[src/core/if_frequency_counter_end.sv]
`timescale 1ns/10ps
`default_nettype none
`default_nettype wire

[src/core/freq_counter_pkg.sv]
`default_nettype none

package freq_counter_pkg;

   // ----------------------------------------
   // register map (byte addresses)
   // ----------------------------------------
   localparam logic [7:0] ADDR_CTRL     = 8'h00;
   localparam logic [7:0] ADDR_STATUS   = 8'h04;
   localparam logic [7:0] ADDR_LOW      = 8'h08;
   localparam logic [7:0] ADDR_HIGH     = 8'h0C;
   localparam logic [7:0] ADDR_IRQ_STAT = 8'h10;
   localparam logic [7:0] ADDR_IRQ_MASK = 8'h14;

   // ----------------------------------------
   // field positions
   // ----------------------------------------
   localparam int CTRL_START_BIT = 0;
   localparam int CTRL_ZSPAN_BIT = 1;
   localparam int CTRL_ACK_BIT   = 2;
   localparam int CTRL_RES_LSB   = 4;
   localparam int IRQ_DONE_BIT   = 0;
   localparam int IRQ_OVF_BIT    = 1;
   localparam int STATUS_GATE_BIT = 0;
   localparam int STATUS_OVF_BIT  = 1;

   localparam logic [1:0] RESP_OKAY   = 2'h0;
   localparam logic [1:0] RESP_SLVERR = 2'h2;

   // ----------------------------------------
   // timing
   // ----------------------------------------
   localparam int          REF_DIVIDE     = 5;
   localparam int          TIMEBASE_KHZ   = 2000;
   localparam int          HOST_CLK_KHZ   = 4000;
   localparam int          GATE_LONG_US   = 200000;
   localparam int          GATE_MID_US    = 20000;
   localparam int          GATE_SHORT_US  = 2000;
   localparam int          GATE_W         = 20;
   localparam int          HIGH_W         = 16;
   localparam logic [2:0]  REF_DIV_LAST   = 3'(REF_DIVIDE - 1);
   localparam logic [3:0]  NIBBLE_MAX     = 4'hF;

   typedef enum logic [2:0] {
      RES_10HZ  = 3'b000,
      RES_100HZ = 3'b001,
      RES_1KHZ  = 3'b010,
      RES_10KHZ = 3'b011,
      RES_100KHZ= 3'b100,
      RES_1MHZ  = 3'b101
   } res_t;

   typedef struct packed {
      res_t res;
      logic ack_en;
      logic zero_span;
   } ctrl_t;

   typedef struct packed {
      logic overflow;
      logic done;
   } irq_t;

endpackage

`default_nettype wire

[src/core/if_frequency_counter.sv]
// Summary of operation
// - Divide the 10 MHz reference by five into a 2 MHz timebase.
// - Zero-span mode selects the 4 MHz host bus clock as timing reference.
// - Selected clock drives channel two; its output is the gate window.
// - Resolution selectable in decade steps from 10 Hz to 1 MHz.
// - Gate lasts 200 ms at 10 Hz, 20 ms at 100 Hz, else 2 ms.
// - Gate window low for the gate time, up to one tick short; count only then.
// - Gated input clocks two cascaded divide-by-16 stages, one divide-by-256.
// - Prescaler top bit clocks channel zero, the high-order count.
// - Top bit rate equals input frequency over 256; channel zero counts that times the gate time.
// - Channel zero overflow sets its output; with acknowledge enable high it latches overflow interrupt.
// - With acknowledge enable high, gate end sets count-complete interrupt.
// - Input path sized for a nominal 5.35 MHz signal.
`timescale 1ns/10ps
`default_nettype none

module if_frequency_counter #(
   parameter int GATE_LONG_US_P  = freq_counter_pkg::GATE_LONG_US,
   parameter int GATE_MID_US_P   = freq_counter_pkg::GATE_MID_US,
   parameter int GATE_SHORT_US_P = freq_counter_pkg::GATE_SHORT_US
) (
   // clock and reset
   input  wire logic        aclk,
   input  wire logic        aresetn,
   // axi4-lite write address and data
   input  wire logic [7:0]  s_axi_awaddr,
   input  wire logic        s_axi_awvalid,
   output logic             s_axi_awready,
   input  wire logic [31:0] s_axi_wdata,
   input  wire logic [3:0]  s_axi_wstrb,
   input  wire logic        s_axi_wvalid,
   output logic             s_axi_wready,
   // axi4-lite write response
   output logic [1:0]       s_axi_bresp,
   output logic             s_axi_bvalid,
   input  wire logic        s_axi_bready,
   // axi4-lite read
   input  wire logic [7:0]  s_axi_araddr,
   input  wire logic        s_axi_arvalid,
   output logic             s_axi_arready,
   output logic [31:0]      s_axi_rdata,
   output logic [1:0]       s_axi_rresp,
   output logic             s_axi_rvalid,
   input  wire logic        s_axi_rready,
   // measurement inputs, sampled on aclk
   input  wire logic        ref_clock_in,
   input  wire logic        host_bus_clock,
   input  wire logic        counter_input,
   // outputs
   output logic             gate_window_out,
   output logic             timer_ch_zero_output,
   output logic             irq
);
   import freq_counter_pkg::*;

   // ----------------------------------------
   // gate lengths in timebase and host clock ticks
   // ----------------------------------------
   localparam logic [GATE_W-1:0] TB_LONG   = GATE_W'(GATE_LONG_US_P * (TIMEBASE_KHZ / 1000));
   localparam logic [GATE_W-1:0] TB_MID    = GATE_W'(GATE_MID_US_P * (TIMEBASE_KHZ / 1000));
   localparam logic [GATE_W-1:0] TB_SHORT  = GATE_W'(GATE_SHORT_US_P * (TIMEBASE_KHZ / 1000));
   localparam logic [GATE_W-1:0] HB_LONG   = GATE_W'(GATE_LONG_US_P * (HOST_CLK_KHZ / 1000));
   localparam logic [GATE_W-1:0] HB_MID    = GATE_W'(GATE_MID_US_P * (HOST_CLK_KHZ / 1000));
   localparam logic [GATE_W-1:0] HB_SHORT  = GATE_W'(GATE_SHORT_US_P * (HOST_CLK_KHZ / 1000));
   localparam logic [GATE_W-1:0] GATE_ONE  = GATE_W'(1);
   localparam logic [HIGH_W-1:0] HIGH_MAX  = '1;

   // ----------------------------------------
   // state
   // ----------------------------------------
   typedef struct packed {
      logic              awready;
      logic              wready;
      logic              bvalid;
      logic [1:0]        bresp;
      logic              arready;
      logic              rvalid;
      logic [1:0]        rresp;
      logic [31:0]       rdata;
      ctrl_t             ctrl;
      irq_t              irq_stat;
      irq_t              irq_mask;
      logic [2:0]        ref_div;
      logic              ref_q;
      logic              host_q;
      logic              in_q;
      logic              msb_q;
      logic              gate_active;
      logic [GATE_W-1:0] gate_cnt;
      logic [HIGH_W-1:0] high_count;
      logic              ovf_out;
      logic              gate_n;
      logic              irq_out;
   } state_t;

   state_t s;
   state_t next_s;

   logic [3:0] low_nib;
   logic [3:0] high_nib;
   logic       low_carry;
   logic       count_edge;
   logic       start;

   // ----------------------------------------
   // divide-by-256 prescaler
   // ----------------------------------------
   nibble_counter u_low_stage (
      .aclk    (aclk),
      .aresetn (aresetn),
      .clear   (start),
      .inc     (count_edge),
      .count   (low_nib),
      .carry   (low_carry)
   );

   nibble_counter u_high_stage (
      .aclk    (aclk),
      .aresetn (aresetn),
      .clear   (start),
      .inc     (low_carry),
      .count   (high_nib),
      .carry   ()
   );

   // ----------------------------------------
   // next state
   // ----------------------------------------
   logic              wr_go;
   logic              rd_go;
   logic              ref_tick;
   logic              host_tick;
   logic              sel_tick;
   logic              gate_end;
   logic              msb_fall;
   logic [GATE_W-1:0] gate_len;
   logic [7:0]        low_count;
   irq_t              set_irq;
   irq_t              w1c;

   always_comb begin
      next_s    = s;
      low_count = {high_nib, low_nib};
      wr_go     = s_axi_awvalid && s_axi_wvalid && !s.awready && !s.bvalid;
      rd_go     = s_axi_arvalid && !s.arready && !s.rvalid;
      start     = 1'b0;
      set_irq   = '0;
      w1c       = '0;

      // ----------------------------------------
      // reference divider and clock select
      // ----------------------------------------
      // pins are sampled on aclk; an edge is a rise from the last sample
      ref_tick  = 1'b0;
      next_s.ref_q  = ref_clock_in;
      next_s.host_q = host_bus_clock;
      next_s.in_q   = counter_input;
      if (ref_clock_in && !s.ref_q) begin
         if (s.ref_div == REF_DIV_LAST) begin
            next_s.ref_div = 3'h0;
            ref_tick       = 1'b1;
         end else begin
            next_s.ref_div = s.ref_div + 3'h1;
         end
      end
      host_tick = host_bus_clock && !s.host_q;
      sel_tick  = s.ctrl.zero_span ? host_tick : ref_tick;

      // ----------------------------------------
      // register writes
      // ----------------------------------------
      // address and data are taken together; a lone valid waits for its partner
      next_s.awready = wr_go;
      next_s.wready  = wr_go;
      if (s.bvalid && s_axi_bready) begin
         next_s.bvalid = 1'b0;
      end
      if (wr_go) begin
         next_s.bvalid = 1'b1;
         next_s.bresp  = RESP_OKAY;
         if (s_axi_awaddr == ADDR_CTRL) begin
            if (s_axi_wstrb[0]) begin
               next_s.ctrl.zero_span = s_axi_wdata[CTRL_ZSPAN_BIT];
               next_s.ctrl.ack_en    = s_axi_wdata[CTRL_ACK_BIT];
               next_s.ctrl.res       = res_t'(s_axi_wdata[CTRL_RES_LSB +: 3]);
               start                 = s_axi_wdata[CTRL_START_BIT];
            end
         end else if (s_axi_awaddr == ADDR_IRQ_STAT) begin
            if (s_axi_wstrb[0]) begin
               w1c.done     = s_axi_wdata[IRQ_DONE_BIT];
               w1c.overflow = s_axi_wdata[IRQ_OVF_BIT];
            end
         end else if (s_axi_awaddr == ADDR_IRQ_MASK) begin
            if (s_axi_wstrb[0]) begin
               next_s.irq_mask.done     = s_axi_wdata[IRQ_DONE_BIT];
               next_s.irq_mask.overflow = s_axi_wdata[IRQ_OVF_BIT];
            end
         end else if (s_axi_awaddr == ADDR_STATUS || s_axi_awaddr == ADDR_LOW
                      || s_axi_awaddr == ADDR_HIGH) begin
            next_s.bresp = RESP_OKAY;
         end else begin
            next_s.bresp = RESP_SLVERR;
         end
      end

      // ----------------------------------------
      // gate length by resolution
      // ----------------------------------------
      // taken from the value being written, so a start that also sets the
      // resolution or the reference times the gate it asks for
      case (next_s.ctrl.res)
         RES_10HZ:  gate_len = next_s.ctrl.zero_span ? HB_LONG : TB_LONG;
         RES_100HZ: gate_len = next_s.ctrl.zero_span ? HB_MID : TB_MID;
         default:   gate_len = next_s.ctrl.zero_span ? HB_SHORT : TB_SHORT;
      endcase

      // ----------------------------------------
      // gate window timer
      // ----------------------------------------
      // a start while the gate runs simply reloads it
      gate_end = 1'b0;
      if (start) begin
         next_s.gate_active = 1'b1;
         next_s.gate_cnt    = gate_len;
         next_s.high_count  = '0;
         next_s.ovf_out     = 1'b0;
      end else if (s.gate_active && sel_tick) begin
         if (s.gate_cnt == GATE_ONE) begin
            next_s.gate_active = 1'b0;
            gate_end           = 1'b1;
         end else begin
            next_s.gate_cnt = s.gate_cnt - GATE_ONE;
         end
      end
      next_s.gate_n = !next_s.gate_active;

      // ----------------------------------------
      // prescaler input
      // ----------------------------------------
      // only rising input edges inside the window reach the prescaler; the input is
      // sampled on aclk, so it must stay well below half the aclk rate
      count_edge = counter_input && !s.in_q && s.gate_active && !start;

      // ----------------------------------------
      // channel zero
      // ----------------------------------------
      // counts falling edges of the prescaler top bit; the increment trails the
      // wrap by one cycle, long before software reads the result
      next_s.msb_q = start ? 1'b0 : high_nib[3];
      msb_fall     = s.msb_q && !high_nib[3] && !start;
      if (msb_fall) begin
         next_s.high_count = s.high_count + HIGH_W'(1);
         if (s.high_count == HIGH_MAX) begin
            next_s.ovf_out   = 1'b1;
            set_irq.overflow = 1'b1;
         end
      end

      // ----------------------------------------
      // interrupts
      // ----------------------------------------
      // window end raises count-complete while acknowledge enable is high
      if (gate_end && s.ctrl.ack_en) begin
         set_irq.done = 1'b1;
      end

      // dropping acknowledge enable clears both requests; a new event wins
      if (!next_s.ctrl.ack_en) begin
         w1c.done     = 1'b1;
         w1c.overflow = 1'b1;
      end
      next_s.irq_stat.done     = set_irq.done || (s.irq_stat.done && !w1c.done);
      next_s.irq_stat.overflow = set_irq.overflow || (s.irq_stat.overflow && !w1c.overflow);
      next_s.irq_out = |(next_s.irq_stat & next_s.irq_mask);

      // ----------------------------------------
      // register reads
      // ----------------------------------------
      // reads have no side effects; the counts stay until the next start
      next_s.arready = rd_go;
      if (s.rvalid && s_axi_rready) begin
         next_s.rvalid = 1'b0;
      end
      if (rd_go) begin
         next_s.rvalid = 1'b1;
         next_s.rresp  = RESP_OKAY;
         next_s.rdata  = 32'h0000_0000;
         if (s_axi_araddr == ADDR_CTRL) begin
            next_s.rdata[CTRL_ZSPAN_BIT]       = s.ctrl.zero_span;
            next_s.rdata[CTRL_ACK_BIT]         = s.ctrl.ack_en;
            next_s.rdata[CTRL_RES_LSB +: 3]    = s.ctrl.res;
         end else if (s_axi_araddr == ADDR_STATUS) begin
            next_s.rdata[STATUS_GATE_BIT] = s.gate_active;
            next_s.rdata[STATUS_OVF_BIT]  = s.ovf_out;
         end else if (s_axi_araddr == ADDR_LOW) begin
            next_s.rdata[7:0] = low_count;
         end else if (s_axi_araddr == ADDR_HIGH) begin
            next_s.rdata[HIGH_W-1:0] = s.high_count;
         end else if (s_axi_araddr == ADDR_IRQ_STAT) begin
            next_s.rdata[IRQ_DONE_BIT] = s.irq_stat.done;
            next_s.rdata[IRQ_OVF_BIT]  = s.irq_stat.overflow;
         end else if (s_axi_araddr == ADDR_IRQ_MASK) begin
            next_s.rdata[IRQ_DONE_BIT] = s.irq_mask.done;
            next_s.rdata[IRQ_OVF_BIT]  = s.irq_mask.overflow;
         end else begin
            next_s.rresp = RESP_SLVERR;
         end
      end
   end

   // ----------------------------------------
   // registers
   // ----------------------------------------
   always_ff @(posedge aclk) begin
      if (!aresetn) begin
         s        <= '0;
         // the gate output idles high, the one field whose reset is not zero
         s.gate_n <= 1'b1;
      end else begin
         s <= next_s;
      end
   end

   // ----------------------------------------
   // outputs
   // ----------------------------------------
   assign s_axi_awready        = s.awready;
   assign s_axi_wready         = s.wready;
   assign s_axi_bvalid         = s.bvalid;
   assign s_axi_bresp          = s.bresp;
   assign s_axi_arready        = s.arready;
   assign s_axi_rvalid         = s.rvalid;
   assign s_axi_rresp          = s.rresp;
   assign s_axi_rdata          = s.rdata;
   assign gate_window_out      = s.gate_n;
   assign timer_ch_zero_output = s.ovf_out;
   assign irq                  = s.irq_out;
endmodule

`default_nettype wire

[src/core/nibble_counter.sv]
`timescale 1ns/10ps
`default_nettype none

module nibble_counter (
   // clock and reset
   input  wire logic       aclk,
   input  wire logic       aresetn,
   // control
   input  wire logic       clear,
   input  wire logic       inc,
   // count
   output logic [3:0]      count,
   output logic            carry
);
   import freq_counter_pkg::*;

   typedef struct packed {
      logic [3:0] count;
   } nib_state_t;

   nib_state_t s;
   nib_state_t next_s;

   always_comb begin
      next_s = s;
      if (clear) begin
         next_s.count = 4'h0;
      end else if (inc) begin
         next_s.count = s.count + 4'h1;
      end
   end

   always_ff @(posedge aclk) begin
      if (!aresetn) begin
         s <= '0;
      end else begin
         s <= next_s;
      end
   end

   assign count = s.count;
   // ripple carry into the next stage when wrapping
   assign carry = inc && !clear && (s.count == NIBBLE_MAX);
endmodule

`default_nettype wire

[config.mk]
export PLATFORM = sky130hd
export DESIGN_NAME = if_frequency_counter
export DESIGN_NICKNAME = d
export VERILOG_FILES = /design/src/core/if_frequency_counter_end.sv /design/src/core/freq_counter_pkg.sv /design/src/core/if_frequency_counter.sv /design/src/core/nibble_counter.sv
export SDC_FILE = /design/constraint.sdc
export NUM_CORES = 1
export LEC_CHECK = 0
export ABC_CLOCK_PERIOD_IN_PS = 1990
export BUFFER_PORTS_ARGS = -buffer_cell sky130_fd_sc_hd__buf_2
export CAP_MARGIN = 5
export CORE_MARGIN = 8
export CORE_UTILIZATION = 49
export CTS_CLUSTER_DIAMETER = 200
export DETAILED_ROUTE_END_ITERATION = 7
export PLACE_DENSITY = 0.77
export SKIP_LAST_GASP = 1
export SLEW_MARGIN = 40
export SYNTH_ARGS = -nofsm -noshare
export SYNTH_HDL_FRONTEND = slang
export SYNTH_HIERARCHICAL = 1
export SYNTH_SLANG_ARGS = --single-unit
[constraint.sdc]
create_clock -name aclk -period 1.99 [get_ports aclk]
set_input_delay 0.0995 -clock aclk [delete_from_list [all_inputs] [get_ports aclk]]
set_output_delay 0.0995 -clock aclk [all_outputs]
set_load 0.005 [all_outputs]
==> impl_metrics.json <==
{
  "clock_tree_from_tritoncts": "yes",
  "worst_ep_arrival_time_ps": 2210,
  "syn2layout_area_growth_pct": 15.7,
  "dp_hpwl_um": 8250,
  "weighted_congestion_at_the_end_of_routability_driven_global_placement": 0.966,
  "die_width_um": 111,
  "routed_vias_inst": 5.61,
  "rsz0062_at_grt": "true",
  "floorplan.initialDensity": 0.507,
  "post_synth_inst_count": 533,
  "drc": 0,
  "post_dp_cell_area_um2": 4810,
  "ctsLongestPathBuffers": 2,
  "multi_input_area_um2": 2420,
  "run_status": "completed",
  "ys_warn_count": 6,
  "ios": 106,
  "ff_latch_area_um2": 1730,
  "vdd_drop_max_mv": 0.330,
  "final_antenna_net_count": 0,
  "pin_count_of_the_biggest_net_entering_global_routing": 21,
  "critical-path-slowest-cell": "sky130_fd_sc_hd__or4_1",
  "post-route-min-period_ps": 1950,
  "relSlewSlack": 0.608,
  "cell_internal_pwr_uw": 2430,
  "setup_violations": 0,
  "power_frac_clock": 0.394,
  "cts_inserted_buffers": 9,
  "drt-pass1-iter-count": 5,
  "fmax_ghz": 0.512,
  "fin_worst_skew_ps": 12.0,
  "grt_resource_usage_total": 0.177,
  "netSwitchingPower_uw": 825,
  "postLayoutCellArea_um2": 5140,
  "setup.worst_path.end_class": "flop",
  "critical_path.max_fanout": 4,
  "number_of_global_route_vias_before_repair": 3920,
  "tightestPinTransition_ps": 582,
  "cts.htree.levels": 3,
  "timing_worst_setup_path_type": "reg -> reg",
  "mappedNetlistArea_um2": 4440,
  "worst_path_largest_cell_delay_ps": 490,
  "comb_power_share": 0.070,
  "rows": 34,
  "timing.hold.worst.class": "in -> reg",
  "final_cells": 711,
  "detailedRoute.firstIterationViolations": 254,
  "cts_clock_pin_slew_for_the_worst_setup_and_hold_paths_ps": 90,
  "tns_ps": 0,
  "final_min_period_over_clock_period": 0.981,
  "hold_ws_ps": 30.0,
  "timing.critical_path.to": "s[36]$_SDFFE_PN0P_",
  "insertion_delay_ps": 360,
  "die_area_um2": 12400,
  "cts_root_buf": "sky130_fd_sc_hd__clkbuf_8",
  "power-per-cell-area_nw_per_um2": 633,
  "diodes": 0,
  "totalWireLength_um": 11100,
  "avgSynthCellArea_um2": 8.33,
  "leakage_component_of_the_power_uw": 0.00212,
  "netSwitchingFraction": 0.254,
  "start_kind": "flop",
  "globalRouteOverflowTotal": 0,
  "timing_max_transition_violations_final": 0,
  "drive_gt1_frac": 0.227,
  "power_uw": 3250,
  "rr_endpoint": "s[36]$_SDFFE_PN0P_",
  "worstPathRequired_ps": 2250,
  "number_of_sinks_driven_by_the_clock_tree": 86,
  "vias": 3992,
  "placedCellCount": 687,
  "die-height_um": 111,
  "timing.max_cap.violations": 0,
  "placeableCoreArea_um2": 8760,
  "setup.worst_path.start": "s[44]$_SDFFE_PN0N_",
  "final_nets": 667,
  "antenna_found_initial": 0,
  "rrSetupSlack_ps": 40,
  "worstReg2RegStart": "s[44]$_SDFFE_PN0N_",
  "port-buffer-count": 58,
  "power.share.sequential": 0.536,
  "routedWlPerCell_um": 15.6,
  "layout.filler_cells": 777,
  "finalHoldViolations": 0,
  "crit_path_cell_trace": "inv_2, ha_4, nand2_4, o32ai_4, o31ai_4, or4_1, and3_1, a31o_1",
  "grt_pass1_wl_um": 18600,
  "timing.reg2reg.worst_path_depth": 8
}
## flip-flops by register name (all words and copies together), names as in the netlist, 4 cells and up
register / flops
u_high_stage/count: 4
s_axi_rdata: 16
u_low_stage/count: 4
s: 53
## per-layer routing
metal  up-vias  routed length [um]  global-route usage
met4         0                 251              0.0649
met2       156                5380               0.299
met5         -                   0                   0
met3        24                 751              0.0465
li1       1932                   -                   -
met1      1880                4680               0.209
## through the flow
step,worst slack (ps),util
2_1_floorplan,-23.1,-
3_3_place_gp,68.6,0.549
3_5_place_dp,15.8,0.549
4_1_cts,29.4,0.579
5_1_grt,-64.9,0.586
6_report,38.7,0.586
## layout make-up
type / instances / area share
clock buffers: 9 / 0.0241
clock inverters: 7 / 0.0158
inverters: 14 / 0.0102
multi-input cells: 391 / 0.471
flip-flops and latches: 86 / 0.337
well taps: 108 / 0.0263
repair buffers: 96 / 0.115
## critical path: cells and delay by family (launching register included)
family	cells	cell delay, ps
flops	1	370
buf+inv	1	60
simple gates	3	710
compound gates	3	590
fa+ha+maj	1	130
## layout by cell type, fill, tap and decap left out, drive strengths merged, types with 4 or more instances in the layout
| cell type | instances |
|---|---|
| buf | 91 |
| dfxtp | 86 |
| nor2 | 72 |
| nand2 | 46 |
| a21oi | 32 |
| o21ai | 27 |
| nand3 | 21 |
| mux2i | 18 |
| conb | 18 |
| inv | 17 |
| xnor2 | 16 |
| xor2 | 14 |
| nand4 | 11 |
| nor3 | 11 |
| nor4 | 10 |
| clkbuf | 9 |
| and3 | 8 |
| nand3b | 8 |
| a22oi | 8 |
| ha | 7 |
| or3 | 6 |
| and2 | 6 |
| dlygate4sd3 | 5 |
| nor2b | 4 |
| nand2b | 4 |
| or3b | 4 |
## power groups by stage
| stage | sequential, uW | clock, uW | combinational, uW |
|---|---|---|---|
| floorplan | 1780 | 0 | 152 |
| global placement | 1780 | 0 | 203 |
| detailed placement | 1790 | 0 | 208 |
| CTS | 1740 | 1310 | 217 |
| global route | 1750 | 1380 | 250 |
| finish | 1740 | 1280 | 227 |
## worst min path at each step
stage / to / start / depth (start not counted)
5_1_grt: s_axi_bresp[1]$_SDFFE_PN0N_ / s_axi_awaddr[4] / 3
3_5_place_dp: s[42]$_SDFF_PN0_ / host_bus_clock / 2
3_3_place_gp: s[42]$_SDFF_PN0_ / host_bus_clock / 2
4_1_cts: s_axi_bresp[1]$_SDFFE_PN0N_ / s_axi_awaddr[4] / 3
2_1_floorplan: s[41]$_SDFF_PN0_ / counter_input / 1
6_report: s_axi_bresp[1]$_SDFFE_PN0N_ / s_axi_awaddr[4] / 3
## repair_timing
action	in CTS	in global routing
cloned	0	0
endpoints found under the setup margin	1	11
endpoints found under the hold margin	5	0
hold buffers	5	0
pin swaps	1	1
gates resized for setup	1	10
setup buffers	0	3
Power figures use the tool's default switching activity.
